$ cat src/pkg/twc_pkg.sv
// Contract
// - nonzero action field overrides pin, direction enables driver
// - non-pwm A: off, toggle, clear, set
// - fast pwm A: toggle needs high bit, clear/set bottom
// - fast pwm A at top: match ignored, bottom acts
// - phase pwm A: up/down match actions, toggle needs high
// - phase pwm at top: match ignored, act at top
// - non-pwm B: off, toggle, clear, set
// - fast pwm B: 01 reserved, clear/set bottom
// - phase pwm B: 01 reserved, up/down match actions
// - mode field split over both registers; 4,6 reserved
// - pwm modes top, buffer update and overflow point
// - force strobe applies immediate match action
// - force strobes work only in non-pwm modes
// - forced match: no flag, no counter clear
// - force strobes always read as zero
// - clock select: stop, direct, prescaled divisions
// - async select clocks from crystal pin
// - prescaler reset bit clears prescaler
// - compare registers continuously matched against counter
`default_nettype none
package twc_pkg;
	localparam logic [7:0] TWC_OFS_CTRL_A = 8'hB0;
	localparam logic [7:0] TWC_OFS_CTRL_B = 8'hB1;
	localparam logic [7:0] TWC_OFS_CNT    = 8'hB2;
	localparam logic [7:0] TWC_OFS_CMP_A  = 8'hB3;
	localparam logic [7:0] TWC_OFS_CMP_B  = 8'hB4;
	localparam logic [7:0] TWC_OFS_ASYNC  = 8'hB6;
	localparam logic [7:0] TWC_OFS_PSR    = 8'hB7;
	localparam int TWC_COM_A_LSB  = 6;
	localparam int TWC_COM_B_LSB  = 4;
	localparam int TWC_WGM_LO_LSB = 0;
	localparam int TWC_FOC_A_BIT  = 7;
	localparam int TWC_FOC_B_BIT  = 6;
	localparam int TWC_WGM_HI_BIT = 3;
	localparam int TWC_CS_LSB     = 0;
	localparam int TWC_ASYNC_BIT  = 5;
	localparam int TWC_PSR_BIT    = 0;
	localparam logic [7:0] TWC_CTRL_A_MASK = 8'hF3;
	localparam logic [7:0] TWC_CTRL_B_MASK = 8'h0F;
	localparam logic [7:0] TWC_RST_BYTE    = 8'h00;
	localparam logic [7:0] TWC_MAX         = 8'hFF;
	localparam logic [7:0] TWC_BOTTOM      = 8'h00;
	localparam logic [1:0] TWC_COM_OFF     = 2'h0;
	localparam logic [1:0] TWC_COM_TOGGLE  = 2'h1;
	localparam logic [1:0] TWC_COM_CLEAR   = 2'h2;
	localparam logic [1:0] TWC_COM_SET     = 2'h3;
	localparam int TWC_PRESC_W = 10;

	typedef enum logic [2:0] {
		MODE_NORMAL   = 3'h0,
		MODE_PC_MAX   = 3'h1,
		MODE_CTC      = 3'h2,
		MODE_FAST_MAX = 3'h3,
		MODE_RSV4     = 3'h4,
		MODE_PC_CMP   = 3'h5,
		MODE_RSV6     = 3'h6,
		MODE_FAST_CMP = 3'h7
	} twc_mode_e;

	typedef enum logic [2:0] {
		CS_STOP = 3'h0,
		CS_DIV1 = 3'h1,
		CS_DIV8 = 3'h2,
		CS_DIV32 = 3'h3,
		CS_DIV64 = 3'h4,
		CS_DIV128 = 3'h5,
		CS_DIV256 = 3'h6,
		CS_DIV1024 = 3'h7
	} twc_cs_e;

	typedef struct packed {
		logic [7:0] addr;
		logic [7:0] wdata;
		logic       wr;
		logic       rd;
	} twc_bus_req_s;

	typedef struct packed {
		logic wave;
		logic ovr;
		logic oe;
	} twc_pin_s;

	typedef struct packed {
		logic ovf;
		logic match_a;
		logic match_b;
	} twc_evt_s;
endpackage
`default_nettype wire

$ cat src/hdl/twc_top.sv
// The plain strobed port was left to the implementer.
`default_nettype none
module twc_top (
	// clock and reset
	input  wire logic                  mclk,
	input  wire logic                  resetn,
	// register port
	input  wire twc_pkg::twc_bus_req_s bus_req,
	output var  logic [7:0]            rdata,
	// pin direction bits and crystal clock
	input  wire logic                  dir_a,
	input  wire logic                  dir_b,
	input  wire logic                  crystal_clock_pin,
	// waveform pins and events
	output var  twc_pkg::twc_pin_s     wave_out_a,
	output var  twc_pkg::twc_pin_s     wave_out_b,
	output var  twc_pkg::twc_evt_s     evt
);
	import twc_pkg::*;

	typedef struct packed {
		logic [7:0]             ctrl_a;
		logic [7:0]             ctrl_b;
		logic [7:0]             cnt;
		logic [7:0]             cmp_a_buf;
		logic [7:0]             cmp_b_buf;
		logic [7:0]             cmp_a;
		logic [7:0]             cmp_b;
		logic                   down;
		logic                   blk;
		logic [TWC_PRESC_W-1:0] presc;
		logic                   xtal_prev;
		logic                   async_sel;
		logic [7:0]             rdata;
		twc_pin_s               pin_a;
		twc_pin_s               pin_b;
		twc_evt_s               evt;
	} twc_state_s;

	twc_state_s s_ff;
	twc_state_s nxt_s;

	function automatic logic is_pwm(input logic [2:0] m);
		is_pwm = m[0];
	endfunction

	function automatic logic is_rsv(input logic [2:0] m);
		is_rsv = (m == MODE_RSV4) || (m == MODE_RSV6);
	endfunction

	// pin override decision, shared by both channels
	function automatic logic connected(
		input logic [1:0] com,
		input logic [2:0] m,
		input logic       is_b
	);
		connected = (com != TWC_COM_OFF);
		if (is_rsv(m))
			connected = 1'b0;
		else if (is_pwm(m) && com == TWC_COM_TOGGLE)
			connected = !is_b && m[2];
	endfunction

	// next waveform level for one channel
	function automatic logic wave_next(
		input logic       cur,
		input logic [1:0] com,
		input logic [2:0] m,
		input logic       is_b,
		input logic       match,
		input logic       force_m,
		input logic       bottom,
		input logic       top_pc,
		input logic       up,
		input logic       cmp_top
	);
		logic r;
		r = cur;
		if (is_rsv(m)) begin
			r = cur;
		end else if (!is_pwm(m)) begin
			if (match || force_m) begin
				case (com)
					TWC_COM_TOGGLE: r = ~cur;
					TWC_COM_CLEAR:  r = 1'b0;
					TWC_COM_SET:    r = 1'b1;
					default:        r = cur;
				endcase
			end
		end else if (com == TWC_COM_TOGGLE) begin
			if (!is_b && m[2] && match)
				r = ~cur;
		end else if (com[1] && m[1]) begin
			if (match && !cmp_top)
				r = com[0];
			if (bottom)
				r = ~com[0];
		end else if (com[1]) begin
			if (match && !cmp_top)
				r = up ? com[0] : ~com[0];
			if (top_pc && cmp_top)
				r = com[0];
		end
		wave_next = r;
	endfunction

	// prescaler tap for the selected division
	function automatic logic presc_tap(
		input logic [2:0]             cs,
		input logic [TWC_PRESC_W-1:0] p
	);
		case (cs)
			CS_DIV1:    presc_tap = 1'b1;
			CS_DIV8:    presc_tap = &p[2:0];
			CS_DIV32:   presc_tap = &p[4:0];
			CS_DIV64:   presc_tap = &p[5:0];
			CS_DIV128:  presc_tap = &p[6:0];
			CS_DIV256:  presc_tap = &p[7:0];
			CS_DIV1024: presc_tap = &p[9:0];
			default:    presc_tap = 1'b0;
		endcase
	endfunction

	logic [2:0] mode;
	logic [1:0] com_a;
	logic [1:0] com_b;
	logic [7:0] top;
	logic       src_tick;
	logic       tick;
	logic       at_top;
	logic       wrap;
	logic       pc_top;
	logic       pc_bottom;
	logic       match_a;
	logic       match_b;
	logic       force_a;
	logic       force_b;
	logic       wr_b;

	always_comb begin
		nxt_s = s_ff;
		mode = {s_ff.ctrl_b[TWC_WGM_HI_BIT],
			s_ff.ctrl_a[TWC_WGM_LO_LSB+1:TWC_WGM_LO_LSB]};
		com_a = s_ff.ctrl_a[TWC_COM_A_LSB+1:TWC_COM_A_LSB];
		com_b = s_ff.ctrl_a[TWC_COM_B_LSB+1:TWC_COM_B_LSB];
		// top is the compare A value in ctc and modes 5 and 7
		top = (mode == MODE_CTC || mode == MODE_PC_CMP || mode == MODE_FAST_CMP)
			? s_ff.cmp_a : TWC_MAX;
		// crystal pin is only edge sampled, so it must be well below mclk
		src_tick = s_ff.async_sel ? (crystal_clock_pin && !s_ff.xtal_prev)
			: 1'b1;
		tick = src_tick && presc_tap(s_ff.ctrl_b[TWC_CS_LSB+2:TWC_CS_LSB],
			s_ff.presc);
		at_top = (s_ff.cnt == top);
		wrap = tick && at_top && mode[1];
		pc_top = tick && is_pwm(mode) && !mode[1] && !s_ff.down && at_top;
		pc_bottom = tick && is_pwm(mode) && !mode[1] && s_ff.down
			&& (s_ff.cnt == TWC_BOTTOM);
		match_a = tick && !s_ff.blk && (s_ff.cnt == s_ff.cmp_a);
		match_b = tick && !s_ff.blk && (s_ff.cnt == s_ff.cmp_b);
		wr_b = bus_req.wr && bus_req.addr == TWC_OFS_CTRL_B;
		force_a = wr_b && bus_req.wdata[TWC_FOC_A_BIT] && !is_pwm(mode);
		force_b = wr_b && bus_req.wdata[TWC_FOC_B_BIT] && !is_pwm(mode);

		nxt_s.xtal_prev = crystal_clock_pin;
		if (src_tick)
			nxt_s.presc = s_ff.presc + 1'b1;

		// counter sequence per mode
		if (tick) begin
			nxt_s.blk = 1'b0;
			if (is_pwm(mode) && !mode[1]) begin
				if (pc_top) begin
					nxt_s.down = 1'b1;
					nxt_s.cnt = s_ff.cnt - 8'h01;
				end else if (pc_bottom) begin
					nxt_s.down = 1'b0;
					nxt_s.cnt = s_ff.cnt + 8'h01;
				end else begin
					nxt_s.cnt = s_ff.down ? s_ff.cnt - 8'h01 : s_ff.cnt + 8'h01;
				end
			end else if (mode == MODE_FAST_MAX || mode == MODE_FAST_CMP) begin
				nxt_s.cnt = at_top ? TWC_BOTTOM : s_ff.cnt + 8'h01;
			end else begin
				// ctc clears when the count reaches top, even with the match blocked, never on a forced one
				nxt_s.cnt = (mode == MODE_CTC && at_top) ? TWC_BOTTOM
					: s_ff.cnt + 8'h01;
			end
		end

		// compare buffer update point
		if (!is_pwm(mode)) begin
			nxt_s.cmp_a = s_ff.cmp_a_buf;
			nxt_s.cmp_b = s_ff.cmp_b_buf;
		end else if ((mode[1] && tick && at_top) || pc_top) begin
			nxt_s.cmp_a = s_ff.cmp_a_buf;
			nxt_s.cmp_b = s_ff.cmp_b_buf;
		end

		// overflow event point
		nxt_s.evt.ovf = 1'b0;
		if (!is_rsv(mode)) begin
			if (mode == MODE_FAST_CMP)
				nxt_s.evt.ovf = tick && at_top;
			else if (is_pwm(mode) && !mode[1])
				nxt_s.evt.ovf = pc_bottom;
			else
				nxt_s.evt.ovf = tick && (s_ff.cnt == TWC_MAX);
		end
		// flags only from real matches
		nxt_s.evt.match_a = match_a;
		nxt_s.evt.match_b = match_b;

		nxt_s.pin_a.wave = wave_next(s_ff.pin_a.wave, com_a, mode, 1'b0,
			match_a, force_a, wrap, pc_top, !s_ff.down,
			s_ff.cmp_a == top);
		nxt_s.pin_b.wave = wave_next(s_ff.pin_b.wave, com_b, mode, 1'b1,
			match_b, force_b, wrap, pc_top, !s_ff.down,
			s_ff.cmp_b == top);
		nxt_s.pin_a.ovr = connected(com_a, mode, 1'b0);
		nxt_s.pin_b.ovr = connected(com_b, mode, 1'b1);
		nxt_s.pin_a.oe = connected(com_a, mode, 1'b0) && dir_a;
		nxt_s.pin_b.oe = connected(com_b, mode, 1'b1) && dir_b;

		// register writes
		if (bus_req.wr) begin
			case (bus_req.addr)
				TWC_OFS_CTRL_A: nxt_s.ctrl_a = bus_req.wdata & TWC_CTRL_A_MASK;
				// force bits are strobes and are never stored
				TWC_OFS_CTRL_B: nxt_s.ctrl_b = bus_req.wdata & TWC_CTRL_B_MASK;
				TWC_OFS_CNT: begin
					nxt_s.cnt = bus_req.wdata;
					nxt_s.blk = 1'b1;
				end
				TWC_OFS_CMP_A: nxt_s.cmp_a_buf = bus_req.wdata;
				TWC_OFS_CMP_B: nxt_s.cmp_b_buf = bus_req.wdata;
				TWC_OFS_ASYNC: nxt_s.async_sel = bus_req.wdata[TWC_ASYNC_BIT];
				TWC_OFS_PSR: begin
					if (bus_req.wdata[TWC_PSR_BIT])
						nxt_s.presc = '0;
				end
				default: nxt_s.blk = s_ff.blk;
			endcase
		end

		// register reads, unmapped addresses read zero
		nxt_s.rdata = TWC_RST_BYTE;
		if (bus_req.rd) begin
			case (bus_req.addr)
				TWC_OFS_CTRL_A: nxt_s.rdata = s_ff.ctrl_a;
				TWC_OFS_CTRL_B: nxt_s.rdata = s_ff.ctrl_b;
				TWC_OFS_CNT:    nxt_s.rdata = s_ff.cnt;
				TWC_OFS_CMP_A:  nxt_s.rdata = s_ff.cmp_a_buf;
				TWC_OFS_CMP_B:  nxt_s.rdata = s_ff.cmp_b_buf;
				TWC_OFS_ASYNC:  nxt_s.rdata[TWC_ASYNC_BIT] = s_ff.async_sel;
				default:        nxt_s.rdata = TWC_RST_BYTE;
			endcase
		end
	end

	always_ff @(posedge mclk) begin
		if (!resetn)
			s_ff <= '0;
		else
			s_ff <= nxt_s;
	end

	assign rdata = s_ff.rdata;
	assign wave_out_a = s_ff.pin_a;
	assign wave_out_b = s_ff.pin_b;
	assign evt = s_ff.evt;
endmodule
`default_nettype wire

$ cat config.mk
export PLATFORM = sky130hd
export DESIGN_NAME = twc_top
export DESIGN_NICKNAME = d
export VERILOG_FILES = /design/src/pkg/twc_pkg.sv /design/src/hdl/twc_top.sv
export SDC_FILE = /design/constraint.sdc
export NUM_CORES = 1
export LEC_CHECK = 0
export ABC_AREA = 1
export BUFFER_PORTS_ARGS = -buffer_cell sky130_fd_sc_hd__buf_2
export CAP_MARGIN = 15
export CORE_MARGIN = 1
export CORE_UTILIZATION = 50
export DETAILED_ROUTE_END_ITERATION = 12
export PLACE_DENSITY = 0.72
export SLEW_MARGIN = 20
export SYNTH_ARGS = -nofsm -noshare
export SYNTH_HDL_FRONTEND = slang
export SYNTH_SLANG_ARGS = --single-unit
$ cat constraint.sdc
create_clock -name mclk -period 3.84 [get_ports mclk]
set_clock_uncertainty 0.05 [all_clocks]
set_input_delay 0.576 -clock mclk [delete_from_list [all_inputs] [get_ports mclk]]
set_output_delay 0.576 -clock mclk [all_outputs]
set_load 0.005 [all_outputs]
==> summary.txt <==
Job
  • Max Cap Viol: 0

Detailed routing
  • DR WL/cell: 15.7 um
  • Drt drc: 0
  • Via count: 5,338
  • Vias per cell: 5.62
  • Antenna Nets Post-Route: 0
  • Detailed Routing Iterations Pass 1: 5
  • Starting DRT DRC Count: 394
  • DRT Wirelength: 14.9 mm

Floorplanning
  • DIE WIDTH: 105 um
  • Die height: 105 um
  • # IOs: 40
  • Core area: 10,300 um^2
  • Die ar.: 11,000 um^2
  • Initial core utilization: 51.4%
  • Row cnt: 37

Timing
  • Final Max Tran Viols: 0
  • Setup violators final: 0
  • Fmax: 371 MHz
  • RSZ-0062 raised after global routing: false
  • Worst setup margin: 1.15 ns
  • Min Tclk post-route: 2.69 ns
  • Relative slew slack: 44.1%
  • Final hold violation count: 0
  • Worst-Margin Slew: 0.839 ns
  • Final worst-path cycle share: 70.1%
  • Setup tns final: 0 ns

Yosys
  • Register area share after synthesis: 30.7%
  • Ys async rst share: 0%
  • Commonest cells post-synth: nand2_1, inv_1, nor2_1
  • Top cells by area, synth: dfxtp_1, nand2_1, inv_1, nor2_1, a21oi_1
  • Synth Cell Area: 5290 um^2
  • Average cell area after synthesis: 6.58 um^2
  • Top cell type's share of synthesized area: 30.7%
  • Leading area contributor after synthesis: dfxtp_1
  • Number of flops mapped to enable cells by yosys: 0
  • Post-Syn Nets: 833
  • Yosys reg bits: 81
  • Post-Synthesis Cells: 803
  • Yosys warning count: 0
  • Most frequent cell after synthesis: nand2_1
  • Distinct cells, synth: 41
  • Most used DFF post-synth: dfxtp_1

Worst setup path
  • Crit. End Element: flop
  • Worst-path fanout max: 32
  • Crit-path leading delay family: simple AND/OR/NAND/NOR gates
  • Crit Path Class: reg -> reg
  • Crit path DAT: 2.94 ns
  • Most frequent CP cell: nand2_1
  • CP max-delay cell: dfxtp_1
  • CP peak stage delay: 0.39 ns
  • Critical path buffers and inverters: 0
  • Worst-path cell chain: ha_1 > ha_1 > nand2_1 > nand2_1 > nand2_1 > a21oi_1 > nand2_1 > nor2_1 > nand2_2 > nand3_4 > o21ai_1 > a21oi_2
  • CP required: 4.08 ns
  • Crit path launch type: flop

Clock tree
  • Clock Tree Root: clkbuf_8
  • Clock-pin slew on the worst setup and hold paths: 0.10 ns
  • Post-CTS setup buffers: 0
  • H-tree level count: 3
  • Clock sinks: 81
  • Clk Latency, worst-skew pair: 0.36 ns
  • CTS buffer count: 9
  • Hold_buf cts: 0
  • CTS max path bufs: 2
  • CTS tree: done
  • Post-cts resize count: 0

Global routing
  • Met2 Resource Use GR: 44.6%
  • All-Layer GR Usage: 28.1%
  • Pin count of the biggest net entering global routing: 54
  • Initial antenna violation count: 0
  • Vias in the first global route: 4,868
  • Gr busiest metal: met2
  • First-pass GRT wire length: 24.2 mm
  • Global-route met1 utilization: 36.7%
  • Grt total ovfl: 0
  • Met3 Use GR: 5.43%

Power and ir drop
  • Worst vdd ir: 0.189 mV
  • Pwr/cell area: 298 nW/um^2
  • Pleak: 2.29 nW

Layout
  • Fraction of layout cells with a size suffix above 1: 13.6%
  • # diodes: 0
  • Post-layout instance area: 5620 um^2
  • Nets: 839
  • Fillcell total: 1,045
  • Final Non-Filler Cells: 950
  • Synth-to-Final Area Change: 6.30%

Place
  • Port bufs: 39
  • Final GP Congestion: 0.938
  • Placed cells: 934
  • Post-place instance area: 5380 um^2
  • Post-DP HPWL: 11.3 mm
  • Place WS: 1.00 ns

Run status
  • Outcome: finished, final reports clean

Min path
  • HP Class: in -> reg
## per-layer routing
layer / routed length, um / vias up / part of all wire, %
met1: 6440 / 2434 / 43
met4: 588 / 0 / 3.9
met3: 1100 / 44 / 7.4
met5: 0 / - / 0
met2: 6800 / 219 / 46
li1: - / 2641 / -
## logic make-up (layout without fill, tap and decap cells)
kind of cell,count (synthesis),in the layout,synth area share [%]
AOI/OAI and AO/OA,167,167,18.3
DFF,81,81,30.7
and+or+nand+nor,379,379,33.3
xor gates and xnor gates,21,21,3.48
buffers and inverters,148,159,12.6
adders and majority gates,7,7,1.66
## sequential cells by signal, summed over array words and instances, names as in the netlist
register / flops
wave_out_b: 3
com_b: 2
s_ff: 57
com_a: 2
rdata: 8
wave_out_a: 3
evt: 3
mode: 3
## path summary, 6_finish.rpt
| check | from | endpoint | slack (ns) | depth (start not counted) |
|---|---|---|---|---|
| min | crystal_clock_pin | s_ff[18] | 0.35 | 3 |
| min reg2reg | s_ff[17] | s_ff[17] | 0.44 | 2 |
| max reg2reg | s_ff[19] | s_ff[31] | 1.15 | 12 |
| max | s_ff[19] | s_ff[31] | 1.15 | 12 |
## cells in the final DEF (no fill, tap or decap), types with 5 or more instances in the layout
cell / count
a211oi_1: 6
a21oi_1: 60
a21oi_2: 17
a221oi_1: 8
buf_2: 39
clkbuf_8: 10
dfxtp_1: 81
ha_1: 7
inv_1: 96
nand2_1: 167
nand2_2: 14
nand3_1: 37
nand3_2: 5
nand4_1: 34
nor2_1: 88
nor3_1: 13
o21ai_0: 47
o21ai_1: 15
o22ai_1: 9
xor2_1: 17
## per-stage QoR
step / power (mW) / utilization (%) / hold slack [ns]
final: 1.67 / 54.7 / 0.353
after global routing: 1.72 / 54.7 / 0.364
after CTS: 1.68 / 54.7 / 0.348
after detailed placement: 0.947 / 52.4 / 0.422
after global placement: 0.945 / 52.4 / 0.421
after floorplan: 0.914 / - / 0.395
## where the power goes
part | switching [mW] | internal (mW)
combinational | 0.0551 | 0.0246
clock | 0.350 | 0.393
sequential | 0.00515 | 0.844
total | 0.410 | 1.26
## final cells by class
type,instances,area (um^2),share of cell area [%]
inverter,101,379,6.75
clock buffer,10,138,2.45
multi-input combinational,574,3000,53.3
sequential,81,1620,28.9
timing repair buffer,42,218,3.88
clock inverter,6,96.3,1.71
tap,136,170,3.03
## worst reg2reg max path, cell delays in order (launching register included)
cell and delay (ns):
dfxtp_1 0.39, ha_1 0.25, ha_1 0.19, nand2_1 0.05, nand2_1 0.06, nand2_1 0.06
a21oi_1 0.22, nand2_1 0.35, nor2_1 0.22, nand2_2 0.10, nand3_4 0.37, o21ai_1 0.16
a21oi_2 0.15
(Power assumes the default switching activity.)
